[config.mk]
export PLATFORM = sky130hd
export DESIGN_NAME = txdw_port
export DESIGN_NICKNAME = d
export VERILOG_FILES = /design/src/verilog/txdw_pkg.sv /design/src/verilog/txdw_port.sv /design/src/verilog/txdw_fifo.sv
export SDC_FILE = /design/constraint.sdc
export NUM_CORES = 1
export LEC_CHECK = 0
export ABC_AREA = 1
export BUFFER_PORTS_ARGS = -buffer_cell sky130_fd_sc_hd__buf_2
export CORE_UTILIZATION = 57
export DETAILED_ROUTE_END_ITERATION = 12
export GPL_ROUTABILITY_DRIVEN = 0
export PLACE_DENSITY = 0.84
export SLEW_MARGIN = 20
export SYNTH_ARGS = -nofsm -noshare
export SYNTH_HDL_FRONTEND = slang
export SYNTH_HIERARCHICAL = 1
export SYNTH_SLANG_ARGS = --single-unit
[constraint.sdc]
create_clock -name mclk -period 2.4 [get_ports mclk]
set_input_delay 0.24 -clock mclk [delete_from_list [all_inputs] [get_ports mclk]]
set_output_delay 0.24 -clock mclk [all_outputs]
set_load 0.02 [all_outputs]
[src/verilog/txdw_pkg.sv]
/*
 Shared constants for the direct transmit FIFO write port.
 Assumes one 100 MHz clock and host strobes already synchronous to it.
*/
package txdw_pkg;
    // Clock and host timing figures in nanoseconds
    localparam int CLK_PERIOD_NS = 10;
    localparam int CYCLE_MIN_NS = 165;
    localparam int ACTIVE_MIN_NS = 32;
    localparam int INACTIVE_MIN_NS = 13;
    localparam int DATA_SETUP_NS = 7;
    // Least times round up to whole clock cycles
    localparam int CYCLE_MIN_CLKS = (CYCLE_MIN_NS + CLK_PERIOD_NS - 1) / CLK_PERIOD_NS;
    localparam int ACTIVE_MIN_CLKS = (ACTIVE_MIN_NS + CLK_PERIOD_NS - 1) / CLK_PERIOD_NS;
    localparam int INACTIVE_MIN_CLKS = (INACTIVE_MIN_NS + CLK_PERIOD_NS - 1) / CLK_PERIOD_NS;
    // Data bus and buffer shape
    localparam int DATA_WIDTH = 16;
    localparam int FIFO_DEPTH = 4;
    localparam logic [DATA_WIDTH-1:0] DATA_RESET = 16'h0000;
    // Port framing states
    typedef enum logic [1:0] {
        TXDW_IDLE,
        TXDW_ACTIVE,
        TXDW_HOLD
    } txdw_state_t;
endpackage : txdw_pkg

[src/verilog/txdw_port.sv]
/*
 Direct transmit FIFO write port: frames host strobe cycles and pushes
 each word written with fifo_select, while the FIFO has room, into a small FIFO toward the transmit data store.
 Assumes host strobes, select and data are synchronous to mclk and the
 host keeps its own cycle, pulse and setup minimums.
*/
module txdw_port
    import txdw_pkg::*;
#(
    parameter int ADDR_WIDTH = 5
) (
    input wire logic mclk,
    input wire logic rst,
    input wire logic chip_select_n,
    input wire logic write_strobe_n,
    input wire logic fifo_select,
    input wire logic [ADDR_WIDTH-1:0] addr,
    input wire logic [txdw_pkg::DATA_WIDTH-1:0] data_in,
    output logic [txdw_pkg::DATA_WIDTH-1:0] txd_data,
    output logic txd_valid,
    input wire logic txd_ready,
    output logic fifo_can_accept,
    output logic word_dropped,
    output logic reg_write,
    output logic [ADDR_WIDTH-1:0] reg_addr,
    output logic [txdw_pkg::DATA_WIDTH-1:0] reg_data
);
    import txdw_pkg::*;

    // Refuse an empty address field at elaboration
    if (ADDR_WIDTH < 1) begin : g_bad_addr
        $error("txdw_port: ADDR_WIDTH must be at least 1");
    end

    txdw_state_t state_reg, state_next;
    logic [DATA_WIDTH-1:0] data_reg, data_next;
    logic sel_reg, sel_next;
    logic [ADDR_WIDTH-1:0] addr_reg, addr_next;
    logic push_reg, push_next;
    logic drop_reg, drop_next;
    logic regw_reg, regw_next;
    logic [DATA_WIDTH-1:0] regd_reg, regd_next;
    logic [ADDR_WIDTH-1:0] rega_reg, rega_next;
    logic both_low;
    logic push_ready;

    // A cycle exists only while both strobes are low, in whichever order
    assign both_low = !chip_select_n && !write_strobe_n;

    // Framing: capture live data each active cycle, commit on the ending edge
    always_comb begin
        state_next = state_reg;
        data_next = data_reg;
        sel_next = sel_reg;
        addr_next = addr_reg;
        push_next = 1'b0;
        drop_next = 1'b0;
        regw_next = 1'b0;
        regd_next = regd_reg;
        rega_next = rega_reg;
        case (state_reg)
            TXDW_IDLE: begin
                if (both_low) begin
                    state_next = TXDW_ACTIVE;
                    sel_next = fifo_select;
                    addr_next = addr;
                    data_next = data_in;
                end
            end
            TXDW_ACTIVE: begin
                if (both_low) begin
                    // Keep tracking: the word is the one present at the end
                    data_next = data_in;
                    sel_next = sel_reg | fifo_select;
                    addr_next = addr;
                end else begin
                    state_next = TXDW_IDLE;
                    if (sel_reg) begin
                        // Address is ignored; a select write is pushed as a FIFO word if there is room, else dropped
                        if (push_ready) begin
                            push_next = 1'b1;
                        end else begin
                            drop_next = 1'b1;
                        end
                    end else begin
                        regw_next = 1'b1;
                        regd_next = data_reg;
                        rega_next = addr_reg;
                    end
                end
            end
            default: begin
                state_next = TXDW_IDLE;
            end
        endcase
    end

    always_ff @(posedge mclk or posedge rst) begin
        if (rst) begin
            state_reg <= TXDW_IDLE;
            data_reg <= DATA_RESET;
            sel_reg <= 1'b0;
            addr_reg <= '0;
            push_reg <= 1'b0;
            drop_reg <= 1'b0;
            regw_reg <= 1'b0;
            regd_reg <= DATA_RESET;
            rega_reg <= '0;
        end else begin
            state_reg <= state_next;
            data_reg <= data_next;
            sel_reg <= sel_next;
            addr_reg <= addr_next;
            push_reg <= push_next;
            drop_reg <= drop_next;
            regw_reg <= regw_next;
            regd_reg <= regd_next;
            rega_reg <= rega_next;
        end
    end

    // The push stage reuses data_reg, which holds still while idle
    txdw_fifo #(
        .WIDTH(DATA_WIDTH),
        .DEPTH(FIFO_DEPTH)
    ) u_fifo (
        .mclk(mclk),
        .rst(rst),
        .in_data(data_reg),
        .in_valid(push_reg),
        .in_ready(push_ready),
        .out_data(txd_data),
        .out_valid(txd_valid),
        .out_ready(txd_ready)
    );

    // Host has no wait pin, so full is flagged rather than stalled
    assign fifo_can_accept = push_ready;
    assign word_dropped = drop_reg;
    assign reg_write = regw_reg;
    assign reg_addr = rega_reg;
    assign reg_data = regd_reg;
endmodule : txdw_port

[src/verilog/txdw_fifo.sv]
/*
 Small synchronous FIFO with valid and ready on both sides.
 Assumes a single clock and an asynchronous active-high reset.
*/
module txdw_fifo #(
    parameter int WIDTH = 16,
    parameter int DEPTH = 4
) (
    input wire logic mclk,
    input wire logic rst,
    input wire logic [WIDTH-1:0] in_data,
    input wire logic in_valid,
    output logic in_ready,
    output logic [WIDTH-1:0] out_data,
    output logic out_valid,
    input wire logic out_ready
);
    localparam int AW = (DEPTH > 1) ? $clog2(DEPTH) : 1;
    localparam logic [AW:0] DEPTH_CNT = (AW + 1)'(DEPTH);
    localparam logic [AW-1:0] LAST_IDX = AW'(DEPTH - 1);

    // Refuse shapes the pointer logic cannot serve, at elaboration
    if (DEPTH < 2 || WIDTH < 1) begin : g_bad_shape
        $error("txdw_fifo: DEPTH must be at least 2 and WIDTH at least 1");
    end

    logic [WIDTH-1:0] mem [DEPTH];
    logic [AW-1:0] wr_ptr_reg, wr_ptr_next;
    logic [AW-1:0] rd_ptr_reg, rd_ptr_next;
    logic [AW:0] count_reg, count_next;
    logic push, pop;

    // Wrap a pointer at the configured depth, which need not be a power of two
    function automatic logic [AW-1:0] bump(input logic [AW-1:0] p);
        return (p == LAST_IDX) ? '0 : p + 1'b1;
    endfunction : bump

    // Honest full and empty straight from the occupancy count
    assign in_ready = (count_reg != DEPTH_CNT);
    assign out_valid = (count_reg != '0);
    assign out_data = mem[rd_ptr_reg];
    assign push = in_valid && in_ready;
    assign pop = out_valid && out_ready;

    // Pointer and count updates
    always_comb begin
        wr_ptr_next = push ? bump(wr_ptr_reg) : wr_ptr_reg;
        rd_ptr_next = pop ? bump(rd_ptr_reg) : rd_ptr_reg;
        count_next = count_reg;
        if (push && !pop) begin
            count_next = count_reg + 1'b1;
        end else if (pop && !push) begin
            count_next = count_reg - 1'b1;
        end
    end

    always_ff @(posedge mclk or posedge rst) begin
        if (rst) begin
            wr_ptr_reg <= '0;
            rd_ptr_reg <= '0;
            count_reg <= '0;
        end else begin
            wr_ptr_reg <= wr_ptr_next;
            rd_ptr_reg <= rd_ptr_next;
            count_reg <= count_next;
        end
    end

    // Storage has no reset; words are only read once written
    always_ff @(posedge mclk) begin
        if (push) begin
            mem[wr_ptr_reg] <= in_data;
        end
    end
endmodule : txdw_fifo

* Word-level counts from Yosys, hierarchy flattened
Memory sizes are Yosys's and may differ from the RTL's.
Cells that the tools add are included.
** Word-level totals
- Flip-flop bits (word level) :: 55
- Memory bits (writable) :: 64
- Bits of input ports :: 27
- Memories :: 1
** Cells by class
- Add/subtract/negate cells :: 4
- Equality and inequality tests :: 7
- Mux-type cells :: 23
- Bitwise logic cells :: 3
- Reduce and logical (&&, ||, !) cells :: 18
** Memory list
- u_fifo.mem :: words 4, bits a word 16, read ports 1, clocked after Yosys merged registers in 0, write ports 1, line txdw_fifo.sv:27 : logic [WIDTH-1:0] mem [DEPTH];
** Operators with widths (number)
- $mux 1 :: 15
- $mux 2 :: 4
- $mux 3 :: 2
- $ne 2x2->1 const B :: 3
- $reduce_and 3->1 :: 2
- $logic_and 1x1->1 :: 5
- $add 2x1->2 const B :: 2
- $eq 2x2->1 const B :: 2
- $logic_not 1->1 :: 4
- $pmux 2 s2 :: 1
- $reduce_and 2->1 :: 2
- $reduce_bool 2->1 :: 2
- $add 3x1->3 const B :: 1
- $ne 3x3->1 const B :: 1
- $reduce_bool 3->1 :: 1
- $sub 3x1->3 const B :: 1
- $eq 2x1->1 const B :: 1
- $logic_not 2->1 :: 1
- $not 1->1 :: 2
- $pmux 1 s2 :: 1
- $reduce_or 2->1 :: 1
- $or 1x1->1 :: 1

* Logic depth before layout (Yosys ltp)
- Depth in word-level cells :: 6
- Depth in mapped cells :: 12
- Gate-level depth less buffers :: 12

* By module
Netlist, hierarchy kept.
** Modules (own cells, without submodules)
- txdw_fifo :: times used 1, cells an instance 246, area an instance 3244.4 µm², sequential area each 2097.0 µm²
- txdw_port :: times used 1, cells an instance 204, area an instance 1894.3 µm², sequential area each 1176.1 µm²

* Worst setup path before layout
No wires, ideal clock.
- Path kind :: flip-flop to flip-flop
- Start point :: register u_fifo.count_reg[0]
- End point :: memory u_fifo.mem[0][0] (enable)
- Library setup time :: 0.389 ns
- Arrival time :: 1.455 ns
- Setup slack :: 0.557 ns
- Stages on the path, launching flop included :: 5
- Path buffers :: 0
- Period minus slack after synthesis :: 1.843 ns
- Cells stage by stage :: dfrtp_1 inv_2 nand3_2 nand2_2 nor2_1
** On the way
- Longest elaborated chain between the ends :: 4
** RTL lines
- start: declaration :: line txdw_fifo.sv:30 : logic [AW:0] count_reg, count_next;
- start signal: assignment :: line txdw_fifo.sv:65 : count_reg <= count_next;
- $ne 3x3->1 :: line txdw_fifo.sv:39 : assign in_ready = (count_reg != DEPTH_CNT);
- named net fifo_can_accept :: line txdw_port.sv:22 : output logic fifo_can_accept,
- $logic_and 1x1->1 :: line txdw_fifo.sv:42 : assign push = in_valid && in_ready;
- $mux 1 :: line txdw_fifo.sv:71 : if (push) begin
- $mux 1 (not written as such) :: line txdw_fifo.sv:72 : mem[wr_ptr_reg] <= in_data;
- end: declaration :: line txdw_fifo.sv:27
The timed path passes the listed nets, and every way through them passes these cells.

* Final worst setup path
- Start point :: register u_fifo.rd_ptr_reg[1]
- End point :: output port txd_data[12] in the netlist's numbering
** On the way
- Longest elaborated chain between the ends :: 1
** RTL lines
- start: declaration :: line txdw_fifo.sv:29 : logic [AW-1:0] rd_ptr_reg, rd_ptr_next;
- start signal: assignment :: line txdw_fifo.sv:64 : rd_ptr_reg <= rd_ptr_next;
- $mem_v2 4x16
- end: declaration :: line txdw_port.sv:19 : output logic [txdw_pkg::DATA_WIDTH-1:0] txd_data,
Every way passes these cells.

==> flow_summary_export.csv <==
group,metric,value,unit
hold_path,whs_endpoint,"sel_reg",
critical_path,cp_slowest_cell,"dfrtp_1",
critical_path,reg2reg_to,"u_fifo/count_reg[1]",
die,num_rows,34,
logic_synthesis,syn_inst,450,
final_layout,fin_cells,669,
timing,tns,0,ns
placed_design,dpl_worst_slack,0.5303,ns
route,drtIter0Drc,218,
global_route,grt_first_pass_wirelength,17510,microns
timing,period_minus_slack,2.154,ns
flow_run,maxCapViolations,0,
critical_path,crit_start,"u_fifo/rd_ptr_reg[1]",
die,dieArea,0.009399,sq mm
hold_path,min_path_type,"in -> reg",
timing,hold_ws,0.01788,ns
power_and_ir_drop,power_density,1305,mW/mm^2
die,chipWidth,96.95,microns
logic_synthesis,synth.avg_cell_area,11.42,sq um
critical_path,crit_path_max_incr_delay,0.67,ns
timing,tightest_slew,0.5765,ns
logic_synthesis,synth.largest_area_cell,"edfxtp_1",
die,core,0.008721,sq mm
critical_path,start_kind,"flip-flop",
logic_synthesis,synth_area_leaders,"edfxtp_1 (37%), dfrtp_1 (26%), nand2_1 (11%)",
timing,setup-violations-final,0,
route,vias_per_cell,5.238,
final_layout,num_antenna_cells,0,
logic_synthesis,ys_seq_area_frac,0.6370,
placed_design,place.port_buffers,67,
power_and_ir_drop,ir_worst_vdd,821.7,uV
placed_design,dp_hpwl,6298,microns
logic_synthesis,synth_cell_types,29,
critical_path,setup.worst_path.class,"reg -> out",
final_layout,nets,584,
logic_synthesis,ys_ff_latch,118,
route,dr.pass1.iters,5,
global_route,grt_antenna_before_repair,0,
global_route,grt_start_max_net_pins,68,
timing,hold_violations,0,
critical_path,endpoint_kind,"output port",
timing,timing.slew.headroom,0.6151,
route,totalWireLength,10650,microns
final_layout,drive_gt1_frac,0.3012,
critical_path,r2r_start,"u_fifo/count_reg[1]",
clock_network,clock-sinks,118,
critical_path,cp.arrival,1.91,ns
clock_network,numCtsBuffers,17,
power_and_ir_drop,power,8.151,mW
timing,skew,0.007975,ns
die,boundaryPins,68,
route,route.vias.total,3504,
hold_path,min_from,"fifo_select",
hold_path,whs_path_depth,5,
clock_network,cts_tree,"yes",
clock_network,clk_pin_slew,0.06,ns
status,status,"finished clean",
critical_path,r2r_setup_slack,0.50,ns
critical_path,cp_data_required_time,2.16,ns
logic_synthesis,syn-cell-area,0.005139,sq mm
clock_network,root_buffer,"clkbuf_8",
route,drc_errors,0,
critical_path,worst-path-max-fanout,16,
die,start_util,0.5892,
power_and_ir_drop,p_leak,2.984,nW
timing,rsz0062_at_grt,"false",
logic_synthesis,synth.net_count,486,
die,die_y,96.95,microns
critical_path,crit_chain,"clkinv_4 > o211ai_2 > nand2_1 > buf_2",
route,ant_nets,0,
timing,fin_crit_sh,0.8975,
global_route,grt_pass1_vias,3600,
clock_network,clockBufferDepth,2,
critical_path,reg2regPathDepth,9,
placed_design,dp.cells,614,
timing,setup_slack,0.2460,ns
timing,drv_slew,0,
global_route,grt_use_total,0.2425,
final_layout,largest_register_ffs,64,
global_route,gr-total-overflow,0,
timing,fmax,464.2,MHz
clock_network,htreeDepth,4,
final_layout,area_growth,21.60,%
clock_network,clock_latency,0.51,ns
logic_synthesis,yosysWarnings,6,
route,routedWlPerCell,15.92,microns
logic_synthesis,synth_top_area_share,0.3740,
==> logic make-up after synthesis <==
logic type	count (synthesis)	share of synthesized area
AND/OR/NAND/NOR	214	0.1858
AO/OA/AOI/OAI	34	0.07158
adder cells (fa/ha/maj)	9	0.02338
flip-flops	118	0.6370
XOR/XNOR	2	0.003409
buffers and inverters	73	0.07889
==> area by class of cell <==
| class | count | area, sq um |
|---|---|---|
| sequential | 118 | 3274 |
| clock inverter | 14 | 111.4 |
| tap | 108 | 135.1 |
| clock buffer | 18 | 417.9 |
| fill | 543 | 2472 |
| timing repair buffer | 99 | 645.6 |
| multi-input combinational | 259 | 1460 |
| inverter | 53 | 203.9 |
==> power by group <==
group	internal, mW	switching, mW
clock network	1.36	0.878
logic	0.967	1.88
registers	2.70	0.365
==> timing repair <==
action | 4_1_cts | 5_1_grt
buffers inserted | 0 | 0
gates resized for setup | 0 | 0
hold endpoints to repair | 56 | 0
hold buffers | 23 | 0
==> cells in the final DEF, fill, tap and decap left out, drive strengths merged, types with 4 or more instances in the layout <==
cell type    instances
inv                 53
edfxtp              64
o211ai              32
dfrtp               54
clkbuf              18
buf                 76
dlygate4sd3         23
clkinvlp             4
clkinv               9
nor2                 9
nand3               28
ha                   8
nand2              174
==> stage by stage <==
step,utilization,area (sq um)
2_1_floorplan,-,5139
3_3_place_gp,0.6294,5489
3_5_place_dp,0.6294,5489
4_1_cts,0.7165,6248
5_1_grt,0.7165,6248
6_report,0.7165,6248
==> worst max-delay path by stage <==
stage,endpoint,slack [ns],depth (start not counted)
2_1_floorplan,u_fifo/mem[0][0],0.56,4
4_1_cts,txd_data[12],0.20,4
3_5_place_dp,u_fifo/count_reg[1],0.53,9
3_3_place_gp,u_fifo/count_reg[1],0.67,9
5_1_grt,txd_data[12],0.16,4
6_report,txd_data[12],0.25,4
==> worst max-delay path, delay by kind of cell, from the launching register on <==
kind,cells,cell delay (ns)
flops,1,0.67
buf+inv,2,0.49
compound gates,1,0.15
simple gates,1,0.09
==> synth_stat cells (all sizes together) <==
master	number
nand2	174
edfxtp	64
dfrtp	54
inv	52
o211ai	32
nand3	28
buf	20
nor2	9
ha	8
clkinv	1
fa	1
nand4	1
nor3	1
nor3b	1
o21ai	1
o21bai	1
xnor2	1
xor2	1
==> routing by layer <==
layer	GRT usage	up-vias	routed length (microns)
li1	-	1659	-
met1	0.3036	1711	4437
met2	0.4052	118	5480
met3	0.06720	16	567
met4	0.08726	0	166
met5	0	-	0
No activity file was read; power rests on OpenSTA's default activity.
